### src/ric_pkg.sv
// Purpose: shared constants for the reference input configuration registers
// Assumes: AHB-Lite word access, one register per aligned word
// Notes: printed offsets are register indices; byte address is four times the index
package ric_pkg;

    // ------------------------------------------------------------
    // register indices and byte addresses
    // ------------------------------------------------------------
    localparam logic [11:0] IDX_PWRDN = 12'h600;
    localparam logic [11:0] IDX_FAMILY = 12'h601;
    localparam logic [11:0] IDX_PRIO = 12'h602;
    localparam logic [11:0] IDX_STATUS = 12'h603;
    localparam logic [13:0] ADDR_PWRDN = {IDX_PWRDN, 2'h0};
    localparam logic [13:0] ADDR_FAMILY = {IDX_FAMILY, 2'h0};
    localparam logic [13:0] ADDR_PRIO = {IDX_PRIO, 2'h0};
    localparam logic [13:0] ADDR_STATUS = {IDX_STATUS, 2'h0};

    // ------------------------------------------------------------
    // field layout and reset values
    // ------------------------------------------------------------
    localparam int NUM_REF = 4;
    localparam int PWRDN_LSB = 0;
    localparam int PWRDN_W = 4;
    localparam int FIELD_W = 2;
    localparam int STAT_LEVEL_LSB = 0;
    localparam int STAT_POSONLY_LSB = 4;
    localparam int STAT_SLEEP_BIT = 8;
    localparam logic [3:0] PWRDN_RST = 4'h0;
    localparam logic [7:0] FAMILY_RST = 8'h00;
    localparam logic [7:0] PRIO_RST = 8'h00;
    localparam logic SLEEP_RST = 1'h0;
    localparam logic [3:0] POSONLY_RST = 4'h0;

    // ------------------------------------------------------------
    // signalling family codes
    // ------------------------------------------------------------
    localparam logic [1:0] FAM_DIFF = 2'h0;
    localparam logic [1:0] FAM_CMOS_LOW = 2'h1;
    localparam logic [1:0] FAM_CMOS_MID = 2'h2;
    localparam logic [1:0] FAM_CMOS_HIGH = 2'h3;

    // ------------------------------------------------------------
    // bus encodings and data phase state
    // ------------------------------------------------------------
    localparam logic [1:0] HTRANS_NONSEQ = 2'h2;
    localparam logic [1:0] HTRANS_SEQ = 2'h3;
    localparam logic HRESP_OKAY = 1'h0;

    typedef enum logic [0:0] {
        PH_IDLE = 1'b0,
        PH_WRITE = 1'b1
    } ric_phase_type;

endpackage

### src/ric_regs_top.sv
// Purpose: configuration registers for four reference clock receivers
// Assumes: single AHB-Lite master, word transfers, 100 MHz clk
// Notes: zero wait state slave; unmapped reads return zero, writes ignored
//   byte addresses are four times the register index: power-down 0x1800,
//   family 0x1804, priority 0x1808, read-only status 0x180C
//   status: [3:0] received levels, [7:4] positive-leg selects, [8] deep sleep
//   a read in the data phase of a write already sees the new contents
//   hsize is not checked; every write stores byte lane 0
//
// Functional notes
// - one power-down bit per receiver, bits 0 to 3, reset powered up
// - all four receivers powered down puts the section into deep sleep
// - power-down bits 7 to 4 reserved, read zero, no effect
// - fourth input family in bits 7 to 6, code 00 differential at reset
// - codes 01, 10, 11 select CMOS for rising swing ranges
// - in any CMOS family only the positive leg is sampled
// - third, second, first input families in bits 5:4, 3:2, 1:0
// - two-bit priority per reference, value equals level, reset zero
// - priority fields: fourth 7:6, third 5:4, second 3:2, first 1:0
//
// Register access over AHB-Lite is this design's own decision.
`timescale 1ns/1ps
module ric_regs_top (
    // clock and reset
    input wire logic clk,
    input wire logic nrst,
    // ahb-lite slave
    input wire logic hsel,
    input wire logic [31:0] haddr,
    input wire logic [1:0] htrans,
    input wire logic hwrite,
    input wire logic [2:0] hsize,
    input wire logic hready,
    input wire logic [31:0] hwdata,
    output logic [31:0] hrdata,
    output logic hreadyout,
    output logic hresp,
    // reference pins
    input wire logic [3:0] refPosPin,
    input wire logic [3:0] refNegPin,
    // receiver controls
    output logic [3:0] rxPowerDown,
    output logic rxDeepSleep,
    output logic [7:0] rxFamily,
    output logic [3:0] rxPosLegOnly,
    output logic [7:0] refPriority,
    // received levels
    output logic [3:0] refLevel
);

    // ------------------------------------------------------------
    // bus state
    // ------------------------------------------------------------
    ric_pkg::ric_phase_type phase_q;
    ric_pkg::ric_phase_type phase_d;
    logic [13:0] wrAddr_q;
    logic [13:0] wrAddr_d;
    logic [31:0] rdata_q;
    logic [31:0] rdata_d;
    logic readyOut_q;
    logic readyOut_d;
    logic resp_q;
    logic resp_d;

    // ------------------------------------------------------------
    // configuration state
    // ------------------------------------------------------------
    logic [3:0] pwrDn_q;
    logic [3:0] pwrDn_d;
    logic sleep_q;
    logic sleep_d;
    logic [7:0] family_q;
    logic [7:0] family_d;
    logic [3:0] posOnly_q;
    logic [3:0] posOnly_d;
    logic [7:0] prio_q;
    logic [7:0] prio_d;

    // ------------------------------------------------------------
    // pin path
    // ------------------------------------------------------------
    logic [3:0] posSync;
    logic [3:0] negSync;
    logic [3:0] laneLevel;

    // ------------------------------------------------------------
    // decode and read path
    // ------------------------------------------------------------
    logic addrValid;
    logic addrMapped;
    logic [13:0] addrWord;
    logic [31:0] readValue;
    logic [31:0] statusWord;
    logic writeNow;
    logic [7:0] wrByte;

    // ------------------------------------------------------------
    // address phase decode
    // ------------------------------------------------------------
    // only address bits 13 to 2 are decoded; the 16 KB region
    // repeats above it, which keeps the comparator small
    always_comb begin
        addrWord = {haddr[13:2], 2'h0};
        addrValid = hsel && hready &&
            ((htrans == ric_pkg::HTRANS_NONSEQ) || (htrans == ric_pkg::HTRANS_SEQ));
        addrMapped = (addrWord == ric_pkg::ADDR_PWRDN) ||
            (addrWord == ric_pkg::ADDR_FAMILY) ||
            (addrWord == ric_pkg::ADDR_PRIO) ||
            (addrWord == ric_pkg::ADDR_STATUS);
    end

    // ------------------------------------------------------------
    // status word
    // ------------------------------------------------------------
    // read-only view; writes to it get OKAY and are dropped, so software
    // polling it cannot disturb the configuration
    always_comb begin
        statusWord = 32'h00000000;
        statusWord[ric_pkg::STAT_LEVEL_LSB +: 4] = laneLevel;
        statusWord[ric_pkg::STAT_POSONLY_LSB +: 4] = posOnly_q;
        statusWord[ric_pkg::STAT_SLEEP_BIT] = sleep_q;
    end

    // ------------------------------------------------------------
    // read mux
    // ------------------------------------------------------------
    // fed from the next values so a read whose address phase overlaps the
    // data phase of a write returns what was just written
    always_comb begin
        readValue = 32'h00000000;
        case (addrWord)
            ric_pkg::ADDR_PWRDN: begin
                readValue[ric_pkg::PWRDN_LSB +: ric_pkg::PWRDN_W] = pwrDn_d;
            end
            ric_pkg::ADDR_FAMILY: begin
                readValue[7:0] = family_d;
            end
            ric_pkg::ADDR_PRIO: begin
                readValue[7:0] = prio_d;
            end
            ric_pkg::ADDR_STATUS: begin
                readValue = statusWord;
            end
            default: begin
                readValue = 32'h00000000;
            end
        endcase
    end

    // ------------------------------------------------------------
    // bus phase tracking
    // ------------------------------------------------------------
    // read data is fetched in the address phase and registered, so the
    // data phase never needs a wait state; a write lands one cycle later
    // hreadyout and hresp never move after reset but stay flops, so every
    // output of the block still leaves a flip-flop
    always_comb begin
        phase_d = ric_pkg::PH_IDLE;
        wrAddr_d = wrAddr_q;
        rdata_d = rdata_q;
        readyOut_d = 1'b1;
        resp_d = ric_pkg::HRESP_OKAY;
        if (addrValid) begin
            if (hwrite && addrMapped) begin
                phase_d = ric_pkg::PH_WRITE;
                wrAddr_d = addrWord;
            end
            if (!hwrite) begin
                rdata_d = readValue;
            end
        end
    end

    always_ff @(posedge clk) begin
        if (!nrst) begin
            phase_q <= ric_pkg::PH_IDLE;
            wrAddr_q <= 14'h0000;
            rdata_q <= 32'h00000000;
            readyOut_q <= 1'b1;
            resp_q <= 1'b0;
        end else begin
            phase_q <= phase_d;
            wrAddr_q <= wrAddr_d;
            rdata_q <= rdata_d;
            readyOut_q <= readyOut_d;
            resp_q <= resp_d;
        end
    end

    // ------------------------------------------------------------
    // write data phase
    // ------------------------------------------------------------
    // only byte lane 0 carries register bits; the upper lanes are ignored
    // whatever size the master announces
    always_comb begin
        writeNow = 1'b0;
        case (phase_q)
            ric_pkg::PH_WRITE: begin
                writeNow = 1'b1;
            end
            default: begin
                writeNow = 1'b0;
            end
        endcase
        wrByte = hwdata[7:0];
    end

    // ------------------------------------------------------------
    // configuration registers
    // ------------------------------------------------------------
    always_comb begin
        pwrDn_d = pwrDn_q;
        family_d = family_q;
        prio_d = prio_q;
        if (writeNow) begin
            case (wrAddr_q)
                ric_pkg::ADDR_PWRDN: begin
                    pwrDn_d = wrByte[ric_pkg::PWRDN_LSB +: ric_pkg::PWRDN_W];
                end
                ric_pkg::ADDR_FAMILY: begin
                    family_d = wrByte;
                end
                ric_pkg::ADDR_PRIO: begin
                    prio_d = wrByte;
                end
                default: begin
                    pwrDn_d = pwrDn_q;
                end
            endcase
        end
    end

    // ------------------------------------------------------------
    // derived receiver controls
    // ------------------------------------------------------------
    // derived from the next values so they switch in step with the
    // register they depend on, never one cycle behind
    always_comb begin
        sleep_d = &pwrDn_d;
        for (int i = 0; i < ric_pkg::NUM_REF; i++) begin
            posOnly_d[i] =
                family_d[i*ric_pkg::FIELD_W +: ric_pkg::FIELD_W] != ric_pkg::FAM_DIFF;
        end
    end

    always_ff @(posedge clk) begin
        if (!nrst) begin
            sleep_q <= ric_pkg::SLEEP_RST;
            posOnly_q <= ric_pkg::POSONLY_RST;
        end else begin
            sleep_q <= sleep_d;
            posOnly_q <= posOnly_d;
        end
    end

    // ------------------------------------------------------------
    // configuration register flops
    // ------------------------------------------------------------
    always_ff @(posedge clk) begin
        if (!nrst) begin
            pwrDn_q <= ric_pkg::PWRDN_RST;
            family_q <= ric_pkg::FAMILY_RST;
            prio_q <= ric_pkg::PRIO_RST;
        end else begin
            pwrDn_q <= pwrDn_d;
            family_q <= family_d;
            prio_q <= prio_d;
        end
    end

    // ------------------------------------------------------------
    // pin synchronisers
    // ------------------------------------------------------------
    // the legs are not related to clk, so both pass two flops before any
    // lane reads them
    ric_sync2 #(
        .WIDTH(4)
    ) uPosSync (
        .clk(clk),
        .nrst(nrst),
        .asyncIn(refPosPin),
        .syncOut(posSync)
    );

    ric_sync2 #(
        .WIDTH(4)
    ) uNegSync (
        .clk(clk),
        .nrst(nrst),
        .asyncIn(refNegPin),
        .syncOut(negSync)
    );

    // ------------------------------------------------------------
    // receiver lanes
    // ------------------------------------------------------------
    // lanes read the registered controls, so a configuration change
    // reaches the received level two cycles after the write phase
    for (genvar g = 0; g < ric_pkg::NUM_REF; g++) begin : gLane
        logic [1:0] laneFamily;
        logic laneDown;
        assign laneFamily = family_q[g*ric_pkg::FIELD_W +: ric_pkg::FIELD_W];
        assign laneDown = pwrDn_q[g];
        ric_rx_lane uLane (
            .clk(clk),
            .nrst(nrst),
            .posLeg(posSync[g]),
            .negLeg(negSync[g]),
            .family(laneFamily),
            .powerDown(laneDown),
            .deepSleep(sleep_q),
            .level(laneLevel[g])
        );
    end

    // ------------------------------------------------------------
    // outputs
    // ------------------------------------------------------------
    assign hrdata = rdata_q;
    assign hreadyout = readyOut_q;
    assign hresp = resp_q;
    assign rxPowerDown = pwrDn_q;
    assign rxDeepSleep = sleep_q;
    assign rxFamily = family_q;
    assign rxPosLegOnly = posOnly_q;
    assign refPriority = prio_q;
    assign refLevel = laneLevel;

endmodule // ric_regs_top

### src/ric_rx_lane.sv
// Purpose: one reference receiver front end
// Assumes: pin legs already synchronised
// Notes: level output is registered
`timescale 1ns/1ps
module ric_rx_lane (
    // clock and reset
    input wire logic clk,
    input wire logic nrst,
    // synchronised legs
    input wire logic posLeg,
    input wire logic negLeg,
    // configuration
    input wire logic [1:0] family,
    input wire logic powerDown,
    input wire logic deepSleep,
    // result
    output logic level
);

    logic level_q;
    logic level_d;

    always_comb begin
        level_d = level_q;
        if (powerDown || deepSleep) begin
            // a parked receiver presents a quiet low
            level_d = 1'b0;
        end else if (family != ric_pkg::FAM_DIFF) begin
            level_d = posLeg;
        end else if (posLeg != negLeg) begin
            // differential reception; equal legs hold last state
            level_d = posLeg;
        end
    end

    always_ff @(posedge clk) begin
        if (!nrst) begin
            level_q <= 1'b0;
        end else begin
            level_q <= level_d;
        end
    end

    assign level = level_q;

endmodule // ric_rx_lane

### src/ric_sync2.sv
// Purpose: two-stage synchroniser for pin inputs
// Assumes: inputs are asynchronous to clk
// Notes: first stage is read only by the second stage
`timescale 1ns/1ps
module ric_sync2 #(
    parameter int WIDTH = 4
) (
    // clock and reset
    input wire logic clk,
    input wire logic nrst,
    // data
    input wire logic [WIDTH-1:0] asyncIn,
    output logic [WIDTH-1:0] syncOut
);

    logic [WIDTH-1:0] stage1_q;
    logic [WIDTH-1:0] stage1_d;
    logic [WIDTH-1:0] stage2_q;
    logic [WIDTH-1:0] stage2_d;

    always_comb begin
        stage1_d = asyncIn;
        stage2_d = stage1_q;
    end

    always_ff @(posedge clk) begin
        if (!nrst) begin
            stage1_q <= '0;
            stage2_q <= '0;
        end else begin
            stage1_q <= stage1_d;
            stage2_q <= stage2_d;
        end
    end

    assign syncOut = stage2_q;

endmodule // ric_sync2

### config.mk
export PLATFORM = sky130hd
export DESIGN_NAME = ric_regs_top
export DESIGN_NICKNAME = d
export VERILOG_FILES = /design/src/ric_pkg.sv /design/src/ric_regs_top.sv /design/src/ric_rx_lane.sv /design/src/ric_sync2.sv
export SDC_FILE = /design/constraint.sdc
export NUM_CORES = 1
export LEC_CHECK = 0
export BUFFER_PORTS_ARGS = -buffer_cell sky130_fd_sc_hd__buf_2
export CORE_AREA = 2 2 90 92
export DETAILED_ROUTE_END_ITERATION = 10
export DIE_AREA = 0 0 92 94
export PLACE_DENSITY = 0.72
export SYNTH_ARGS = -nofsm -noshare
export SYNTH_HDL_FRONTEND = slang
export SYNTH_HIERARCHICAL = 1
export SYNTH_SLANG_ARGS = --single-unit
### constraint.sdc
create_clock -name clk -period 3.8 [get_ports clk]
set_input_delay 0.19 -clock clk [delete_from_list [all_inputs] [get_ports clk]]
set_output_delay 0.19 -clock clk [all_outputs]
set_load 0.005 [all_outputs]
==> summary.md, run 1 <==
| Metric | Value |
|---|---|
| Synthesized area per cell | `9.61 um2` |
| Logic pwr share | `5.2%` |
| CP endpoint kind | `register` |
| P_int | `0.988 mW` |
| Syn Std Cell Area | `2970 um2` |
| Static Leakage | `1.58 nW` |
| Biggest area consumer among synthesized cells | `dfxtp_1` |
| Max Cap Viol | `0` |
| Chip height | `94 um` |
| Power density over cell area | `368 nW/um2` |
| Diodes inserted | `0` |
| Top FF cell, synth | `dfxtp_1` |
| Number of flops mapped to enable cells by yosys | `0` |
| Share of layout cells above drive strength 1 | `27.6%` |
| Top layer in use | `met4` |
| PostCTS Resize Cnt | `0` |
| Setup Buffers After CTS | `0` |
| Placed cell area | `3340 um2` |
| Cell Chain, Critical Path | `or4_1 > or4_1 > or3_1 > o2111a_1 > o21ai_0` |
| Die Wd | `92 um` |
| Core area | `7610 um2` |
| Post-synthesis sequential area ratio | `45.2%` |
| CP most frequent cell | `or4_1` |
| Finished Cell Area | `3500 um2` |
| Worst Tran Pin Value | `1.09 ns` |
| TNS Setup | `0 ns` |
| Hpwl dp | `5450 um` |
| Crit path max fanout | `11` |
| Worst flop-to-flop path endpoint | `hrdata[2]` |
| First-pass GRT wire length | `11700 um` |
| Htree depth | `3` |
| Initial Util | `39.0%` |
| Die area | `8650 um2` |
| VDD IR-drop max | `231 uV` |
| Final worst clock skew | `0.0104 ns` |
| Vias per cell | `5.02` |
| Final Hold Vio Count | `0` |
| Post-synthesis register bit count | `67` |
| Port buffer count | `71` |
| DP Worst Slack | `1.12 ns` |
| Worst Reg-to-Reg Cells | `5` |
| Sequential share of power | `55.7%` |
| Yosys warnings | `6` |
| Hold Crit Start | `refPosPin[0]` |
| Crit start category | `register` |
| DRT antenna net count | `0` |
| Critical Path Start | `wrAddr_q[4]` |
| Normalized max-slew margin | `26.9%` |
| Final Slew Violations | `0` |
| Drt drc | `0` |
| WHS Path Cells | `2` |
| Routed via count | `2459` |
| Clock sink count | `67` |
| Critical path required time | `4.05 ns` |
| Routed len/inst | `15.1 um` |
| Wl on met1 | `3540 um` |
| Syn-to-layout area delta | `17.7%` |
| Final worst slack | `1.16 ns` |
| DR WL met3 | `493 um` |
| Crit path DAT | `2.89 ns` |
| Status | `completed` |
| CTS Buffer Depth | `2` |
| Clock Power Share | `39.1%` |
| Largest stage delay, worst path | `0.81 ns` |
| Sw Pwr | `0.299 mW` |
| Largest net degree at the start of global routing | `41` |
| # rows | `32` |
| Min-Delay Path Class | `in2reg` |
| Max Freq | `379 MHz` |
| Cts hold-fix bufs | `0` |
| IO Pins | `145` |
| Met2 Routed Length | `3240 um` |
| GP Congestion | `0.926` |
| Post-synth top area share | `45.2%` |
| Hold EP | `uPosSync/stage1_q[0]` |
| Fraction of registers with async set/reset | `0%` |
| Reg clk slew, reported paths | `0.07 ns` |
| Synth unique cells | `48` |
| Mapped Cells | `309` |
| Clock Latency Late Sink | `0.34 ns` |
| Final setup violation count | `0` |
| Clock root buffer | `clkbuf_8` |
| Sw Ratio | `23.3%` |
| CTS tree | `built` |
| Final nets | `466` |
| Tmin final | `2.64 ns` |
| Fin crit share | `69.4%` |
| Top area cells in the synthesized netlist | `dfxtp_1, buf_4, mux2i_1` |
| Final wirelength | `7400 um` |
| TritonCTS buffer count | `9` |
| Critical path type | `reg2reg` |
| Number of fill cells | `766` |
| FF-to-FF setup slack | `1.16 ns` |
| Pre-antenna DRT Iters | `5` |
| Vias in the first global route | `2409` |
| Unrepaired setup endpoints after global routing | `false` |
| Critical R2R Launch | `wrAddr_q[4]` |
| Slowest CP cell | `or4_1` |
| Remaining global-route overflow | `0` |
| Total GRT Usage | `17.5%` |
| Starting DRC count in detailed routing | `218` |
| Antenna violations before repair | `0` |
-- critical path, delay by kind of cell (launching register included) --
family,cells,cell delay [ns]
compound gates,2,0.29
flops,1,0.31
simple gates,3,1.96
-- worst max path at each step --
stage / end / slack, ns / cells past startpoint
after detailed placement: hrdata[2] / 1.12 / 6
after global routing: hrdata[2] / 1.05 / 5
after floorplan: hrdata[0] / 1.41 / 7
after global placement: wrAddr_q[4] / 1.16 / 5
final: hrdata[2] / 1.16 / 5
after CTS: hrdata[2] / 1.18 / 5
-- metal layers --
metal	up-vias	global-route usage, %
met3	11	3.21
met1	1137	23.9
met4	0	7.71
met5	-	0
li1	1196	-
met2	115	27.0
-- cell usage after synthesis (2+ instances only) --
cell       instances
dfxtp_1           67
and2_1            27
buf_4             25
nor2b_1           19
nand2_1           18
mux2i_1           17
a21oi_1           12
and3_1            11
nand3_1           11
o21ai_0            7
clkbuf_1           6
o21ai_1            6
or3_1              6
inv_1              5
nor2_1             5
nor3_1             5
nor3_2             4
nor4_1             4
o22a_1             4
o31ai_1            4
a21boi_0           3
o21a_1             3
o311a_2            3
o31a_1             3
or4_1              3
or4b_2             3
a2111oi_2          2
and2_2             2
conb_1             2
mux2_4             2
nand2b_1           2
nand4b_1           2
-- flip-flops by register name, indices dropped and copies added (netlist names) --
signal,cells
wrAddr_q,12
hrdata,9
refPriority,8
rxFamily,8
gLane.uLane/level,4
rxPosLegOnly,4
rxPowerDown,4
uNegSync/stage1_q,4
uNegSync/syncOut,4
uPosSync/stage1_q,4
uPosSync/syncOut,4
phase_q,1
rxDeepSleep,1
-- through the flow --
step | instances | util, % | total power, mW | hold slack (ns)
global route | 490 | 46.0 | 1.33 | 0.0519
finish | 490 | 46.0 | 1.29 | 0.0640
CTS | 490 | 46.0 | 1.29 | 0.0518
detailed placement | 475 | 43.8 | 0.798 | 0.400
floorplan | 332 | - | 0.781 | 0.306
global placement | 475 | 43.8 | 0.797 | 0.395
-- kinds of logic after synthesis --
group | share of synthesized area (%)
buffers and inverters | 8.26
other | 0.253
AOI/OAI and AO/OA | 12.8
and+or+nand+nor | 26.7
DFF | 45.2
muxes | 6.74
-- power groups by stage --
stage / registers [mW] / logic, mW / clock network [mW]
after CTS: 0.717 / 0.0658 / 0.512
after detailed placement: 0.733 / 0.0656 / 0
after global routing: 0.717 / 0.0754 / 0.538
after global placement: 0.732 / 0.0646 / 0
after floorplan: 0.731 / 0.0493 / 0
final: 0.717 / 0.0669 / 0.504
-- cell usage in the layout, fill, tap and decap left out, drive strengths merged, types with 5 or more instances in the layout --
cell	netlist	layout
a21oi	12	12
and2	29	29
and3	12	12
buf	27	74
clkbuf	6	12
conb	2	25
dfxtp	67	67
inv	5	5
mux2i	17	17
nand2	18	18
nand3	11	11
nor2	5	5
nor2b	19	19
nor3	9	9
o21ai	13	13
or3	6	6
-- cell type report --
cell class	instances	area [um2]	share of cell area (%)
Timing Repair Buffer	74	378	10.8
Inverter	5	18.8	0.537
Clock inverter	3	15.0	0.429
Sequential cell	67	1340	38.4
Clock buffer	12	145	4.15
Tap cell	102	128	3.65
Multi-Input combinational cell	227	1470	42.1
No activity file was read; power rests on OpenSTA's default activity.
==> run 2, diff against run 1 <==
- PLACE_DENSITY: 0.72 -> 0.75
- clock period: 3.8 -> 2.3 ns (I/O delays scaled with it)
==> run 2 against run 1 <==
  * Setup slack got worse by 1.1 ns
  * Total power grew 73%
  * Worst hold slack improved by 0.0043 ns
  * Sequential power increased by 65%
  * Via count rose by 4.1%
  * Register-to-register slack lost 1.1 ns
  * Utilization is 3.7 points higher
  * Largest power group unchanged
  * Highest routed layer unchanged
==> summary.md, run 2 (synthesized netlist as in run 1, its figures left out) <==
| Metric | Value |
|---|---|
| Crit start category | `register` |
| Crit path DAT | `2.47 ns (-0.42 ns)` |
| Sw Pwr | `0.483 mW (+61%)` |
| Crit path max fanout | `8 (-3)` |
| Number of fill cells | `719 (-6.1%)` |
| Die Wd | `92 um (unchanged)` |
| Clock Latency Late Sink | `0.34 ns (about the same)` |
| Fin crit share | `97.8% (+28 points)` |
| Sw Ratio | `21.7% (-1.6 points)` |
| Critical path required time | `2.52 ns (-1.53 ns)` |
| # rows | `32 (unchanged)` |
| Most frequent cells in the layout | `buf_2, dfxtp_1, and2_1` |
| Syn-to-layout area delta | `27.2%` |
| First-pass GRT wire length | `11700 um (-0.30%)` |
| Vias per cell | `5.01 (-0.21%)` |
| Core area | `7610 um2 (unchanged)` |
| Logic pwr share | `5.5% (+0.3 points)` |
| Placed cells | `489 (+2.9%)` |
| Largest net degree at the start of global routing | `31 (-24%)` |
| Wl on met1 | `3140 um (-11%)` |
| Commonest non-fill, non-tap cell in the layout | `buf_2` |
| TritonCTS buffer count | `9 (unchanged)` |
| Final std cells w/o fill | `511 (+4.3%)` |
| Power density over cell area | `591 nW/um2 (+60%)` |
| Setup Buffers After CTS | `0 (unchanged)` |
| Chip height | `94 um (unchanged)` |
| Tmin final | `2.25 ns (-0.387 ns)` |
| Initial Util | `39.0% (unchanged)` |
| GP Congestion | `0.910 (-1.8%)` |
| Diodes inserted | `0 (unchanged)` |
| Share of layout cells above drive strength 1 | `31.5% (+4.0 points)` |
| Register area | `1340 um2 (unchanged)` |
| VDD IR-drop max | `394 uV (+71%)` |
| Unrepaired setup endpoints after global routing | `false` |
| Static Leakage | `1.68 nW (+6.2%)` |
| IO Pins | `145 (unchanged)` |
| Final Util | `49.7% (+3.7 points)` |
| Final nets | `488 (+4.7%)` |
| Hpwl dp | `5670 um (+4.0%)` |
| Final Hold Vio Count | `0 (unchanged)` |
| DRT antenna net count | `0 (unchanged)` |
| Port buffer count | `71 (unchanged)` |
| CP most frequent cell | `or4_4` |
| Hold WS | `0.0684 ns (+0.00433 ns)` |
| Slowest CP cell | `or4_4` |
| Max Cap Viol | `0 (unchanged)` |
| Area of the multi-input gates | `1540 um2 (+4.6%)` |
| Pre-antenna DRT Iters | `4 (-1)` |
| Clock Power Share | `41.4% (+2.3 points)` |
| Max reg flops | `12 (unchanged)` |
| Status | `completed` |
| Buf/Inv on CP | `1 (+1)` |
| Reg clk slew, reported paths | `0.07 ns (about the same)` |
| Largest stage delay, worst path | `0.57 ns (-0.24 ns)` |
| Final worst clock skew | `0.00752 ns (-0.00288 ns)` |
| Most flop-heavy register | `wrAddr_q` |
| P_int | `1.75 mW (+77%)` |
| Sequential share of power | `53.1% (-2.6 points)` |
| Clock sink count | `67 (unchanged)` |
| Routed len/inst | `14.7 um (-2.6%)` |
| CTS Buffer Depth | `2 (unchanged)` |
| Max Freq | `445 MHz (+17%)` |
| Top layer in use | `met4` |
| Final Slew Violations | `0 (unchanged)` |
| Die area | `8650 um2 (unchanged)` |
| Vias in the first global route | `2382 (-1.1%)` |
| CP endpoint kind | `register` |
| Antenna violations before repair | `0 (unchanged)` |
| Critical path's top delay family | `simple AND/OR/NAND/NOR gates` |
| Remaining global-route overflow | `0 (unchanged)` |
| Final setup violation count | `0 (unchanged)` |
| Total GRT Usage | `17.6% (+0.17 points)` |
| Routed via count | `2559 (+4.1%)` |
| Clock root buffer | `clkbuf_8` |
| DR WL met3 | `550 um (+12%)` |
| Final wirelength | `7520 um (+1.6%)` |
| Htree depth | `3 (unchanged)` |
| Drt drc | `0 (unchanged)` |
| Starting DRC count in detailed routing | `110 (-50%)` |
| Critical path type | `reg2reg` |
| CTS tree | `built` |
| Tot Pwr | `2.23 mW (+73%)` |
| Cell Chain, Critical Path | `or4_4 > or4_4 > buf_4 > mux2i_2 > nor2b_1 > or2_1` |
| Min-Delay Path Class | `in2reg` |
| Met2 Routed Length | `3540 um (+9.2%)` |
run 2: cell types whose count changed in the layout (fill, tap and decap cells not counted), sizes merged:
cell,before,now
clkinv,3,2
dlygate4sd3,0,8
clkbuf,12,11
buf,74,88
bufinv,0,1
run 2: power by group through the flow:
stage                     registers [mW]  logic, mW  clock network [mW]
after CTS                           1.18      0.121               0.946
after floorplan                     1.21     0.0814                   0
after global routing                1.18      0.137               0.995
after global placement              1.21      0.108                   0
final                               1.18      0.123               0.924
after detailed placement            1.21      0.110                   0
run 2: worst paths after layout:
path	from	endpoint	slack (ns)	cells after the start
worst max-delay path	wrAddr_q[10]	rxPosLegOnly[1]	0.05	6
worst min-delay path	hwdata[7]	rxPosLegOnly[3]	0.07	2
worst min register to register	uNegSync/stage1_q[2]	uNegSync/syncOut[2]	0.43	1
worst max register to register	wrAddr_q[10]	rxPosLegOnly[1]	0.05	6
run 2: metal layers:
layer	GRT usage, %	vias to the layer above
li1	-	1243
met1	21.7	1182
met2	28.1	112
met3	2.97	22
met4	12.6	0
met5	0	-
run 2: what timing repair did:
item / in CTS / in global routing
gates cloned: 0 / 0
resized for setup: 3 / 9
hold buffers: 8 / 0
hold endpoints to repair: 8 / 0
pin swaps: 0 / 2
endpoints found under the setup margin: 4 / 3
run 2: cell type report:
class | count | share of cell area, %
clock buffer | 11 | 3.74
clock inverter | 3 | 1.06
inverter | 5 | 0.497
multi-input combinational | 227 | 40.7
sequential | 67 | 35.5
tap | 102 | 3.38
timing repair buffer | 96 | 15.1
run 2: through the flow:
stage / TNS, ns / area, um2 / setup WS [ns]
floorplan: -0.0153 / 3090 / -0.00766
global placement: 0 / 3470 / 0.0126
detailed placement: -0.00522 / 3470 / -0.00522
CTS: 0 / 3740 / 0.0537
global route: 0 / 3780 / 0.0198
finish: 0 / 3780 / 0.0514
==> run 3, diff against run 2 <==
- GPL_TIMING_DRIVEN: not set -> 0
==> run 3 against run 2 <==
  * Critical path depth increased by 1
  * Clock skew is 0.00099 ns higher
  * First-iteration DRC count grew 46%
  * Final cell count grew 4.7%
  * Setup slack worse by 0.0034 ns
  * Clock power decreased by 5.6%
  * Via count up 2.3%
  * Combinational power is 27% higher
  * Die area unchanged
  * Utilization grew 2.7 points
  * Highest routed layer unchanged
==> summary.md, run 3 (synthesized netlist as in run 1, its figures left out) <==
| Metric | Value |
|---|---|
| Critical path required time | `2.56 ns (+0.04 ns)` |
| Tmin final | `2.25 ns (+0.00341 ns)` |
| Critical path type | `reg2reg` |
| Die area | `8650 um2 (unchanged)` |
| Unrepaired setup endpoints after global routing | `true` |
| IO Pins | `145 (unchanged)` |
| Final wirelength | `7830 um (+4.1%)` |
| Core area | `7610 um2 (unchanged)` |
| GP Congestion | `0.882 (-3.1%)` |
| Final Slew Violations | `0 (unchanged)` |
| Hold EP | `rxPosLegOnly[2]` |
| Routed via count | `2618 (+2.3%)` |
| CP endpoint kind | `register` |
| DRT antenna net count | `0 (unchanged)` |
| Hpwl dp | `5770 um (+1.7%)` |
| Hold Crit Start | `hwdata[4]` |
| Port buffer count | `71 (unchanged)` |
| Final setup violation count | `0 (unchanged)` |
| Share of layout cells above drive strength 1 | `35.1% (+3.6 points)` |
| Max reg flops | `12 (unchanged)` |
| Final nets | `511 (+4.7%)` |
| Final worst clock skew | `0.00851 ns (+0.000989 ns)` |
| Power density over cell area | `556 nW/um2 (-5.8%)` |
| Fin crit share | `97.9% (+0.15 points)` |
| Wl on met1 | `3330 um (+5.9%)` |
| Critical path's top delay family | `simple AND/OR/NAND/NOR gates` |
| Crit start category | `register` |
| Clock Power Share | `39.4% (-2.0 points)` |
| Buf/Inv on CP | `2 (+1)` |
| Commonest non-fill, non-tap cell in the layout | `buf_2` |
| Largest stage delay, worst path | `0.54 ns (-0.03 ns)` |
| Worst Tran Pin Value | `1.02 ns` |
| Static Leakage | `1.83 nW (+8.7%)` |
| Normalized max-slew margin | `31.3%` |
| Max Cap Viol | `0 (unchanged)` |
| Critical R2R Launch | `wrAddr_q[2]` |
| Htree depth | `3 (unchanged)` |
| Total GRT Usage | `17.9% (+0.22 points)` |
| Syn-to-layout area delta | `34.0%` |
| TritonCTS buffer count | `9 (unchanged)` |
| Clock root buffer | `clkbuf_8` |
| Final Hold Vio Count | `0 (unchanged)` |
| Chip height | `94 um (unchanged)` |
| Reg clk slew, reported paths | `0.06 ns (about the same)` |
| DR WL met3 | `575 um (+4.5%)` |
| Crit path DAT | `2.52 ns (+0.05 ns)` |
| Final worst slack | `0.0480 ns (-0.00341 ns)` |
| Worst Reg-to-Reg Cells | `7 (+1)` |
| WHS Path Cells | `2 (unchanged)` |
| Die Wd | `92 um (unchanged)` |
| Vias per cell | `4.89 (-2.3%)` |
| Most flop-heavy register | `wrAddr_q` |
| Worst flop-to-flop path endpoint | `hrdata[4]` |
| Largest net degree at the start of global routing | `28 (-9.7%)` |
| Initial Util | `39.0% (unchanged)` |
| Vias in the first global route | `2422 (+1.7%)` |
| Final Util | `52.3% (+2.7 points)` |
| Remaining global-route overflow | `0 (unchanged)` |
| Starting DRC count in detailed routing | `161 (+46%)` |
| Sw Ratio | `21.9% (+0.22 points)` |
| CTS Buffer Depth | `2 (unchanged)` |
| DP Worst Slack | `-0.306 ns (-0.301 ns)` |
| Cell Chain, Critical Path | `or4b_4 > or4_4 > buf_12 > buf_12 > mux2i_1 > o22a_1 > a21oi_1` |
| Max Freq | `444 MHz (-0.15%)` |
| Clock sink count | `67 (unchanged)` |
| Tot Pwr | `2.21 mW (-0.79%)` |
| Sequential share of power | `53.5% (+0.4 points)` |
| Diodes inserted | `0 (unchanged)` |
| FF-to-FF setup slack | `0.05 ns (about the same)` |
| Drt drc | `0 (unchanged)` |
| Placed cells | `506 (+3.5%)` |
| CP most frequent cell | `buf_12` |
| Crit path max fanout | `5 (-3)` |
| P_int | `1.73 mW (-1.1%)` |
| Pre-antenna DRT Iters | `5 (+1)` |
| Antenna violations before repair | `0 (unchanged)` |
| Routed len/inst | `14.6 um (-0.59%)` |
| Status | `completed` |
| Critical Path Start | `wrAddr_q[2]` |
| Top layer in use | `met4` |
| Met2 Routed Length | `3740 um (+5.7%)` |
| First-pass GRT wire length | `11800 um (+1.4%)` |
| CTS tree | `built` |
| # rows | `32 (unchanged)` |
| VDD IR-drop max | `349 uV (-11%)` |
| Slowest CP cell | `or4b_4` |
| Clock Latency Late Sink | `0.34 ns (about the same)` |
| Most frequent cells in the layout | `buf_2, dfxtp_1, buf_4` |
| Min-Delay Path Class | `in2reg` |
| Final std cells w/o fill | `535 (+4.7%)` |
| Logic pwr share | `7.1% (+1.6 points)` |
| Sw Pwr | `0.484 mW (+0.22%)` |
## run 3: cell types whose count changed in the layout (fill, tap and decap cells not counted), sizes merged
cell / change
buf: +18
clkbuf: +7
bufinv: -1
## run 3: repair_timing
action	in CTS	in global routing
pin swaps	3	4
hold buffers	8	0
hold endpoints to repair	8	0
endpoints found under the setup margin	18	10
setup buffers	2	6
cloned	0	0
gates resized for setup	9	16
## run 3: worst max-delay path by stage
| stage | slack (ns) | to | depth (start not counted) |
|---|---|---|---|
| finish | 0.05 | hrdata[4] | 7 |
| global route | -0.007 | hrdata[7] | 7 |
| CTS | 0.005 | hrdata[2] | 5 |
| detailed placement | -0.31 | hrdata[2] | 6 |
| global placement | -0.38 | hrdata[0] | 6 |
| floorplan | -0.008 | hrdata[0] | 7 |
## run 3: layout make-up
| cell class | count | area [um2] |
|---|---|---|
| repair buffers | 88 | 513 |
| clock buffers | 13 | 169 |
| multi-input cells | 227 | 1570 |
| clock inverters | 2 | 10.0 |
| plain buffers | 31 | 226 |
| well taps | 102 | 128 |
| inverters | 5 | 18.8 |
| fillers | 702 | 3630 |
| flip-flops and latches | 67 | 1340 |
## run 3: power groups by stage
stage | Clock, mW | Combinational (mW) | Sequential (mW)
2_1_floorplan | 0 | 0.0814 | 1.21
3_3_place_gp | 0 | 0.140 | 1.21
3_5_place_dp | 0 | 0.143 | 1.21
4_1_cts | 0.899 | 0.154 | 1.18
5_1_grt | 0.951 | 0.172 | 1.19
6_report | 0.872 | 0.156 | 1.18
## run 3: metal layers
layer,up-vias,track usage (%)
met4,0,7.59
li1,1296,-
met3,14,4.09
met1,1205,22.2
met5,-,0
met2,103,29.8
## run 3: per-stage QoR
| step | setup TNS [ns] | instance area (um2) | hold slack, ns |
|---|---|---|---|
| CTS | 0 | 3890 | 0.0580 |
| detailed placement | -4.64 | 3580 | 0.320 |
| global placement | -4.63 | 3570 | 0.314 |
| finish | 0 | 3980 | 0.0750 |
| global route | -0.00698 | 3980 | 0.0666 |
| floorplan | -0.0153 | 3090 | 0.231 |
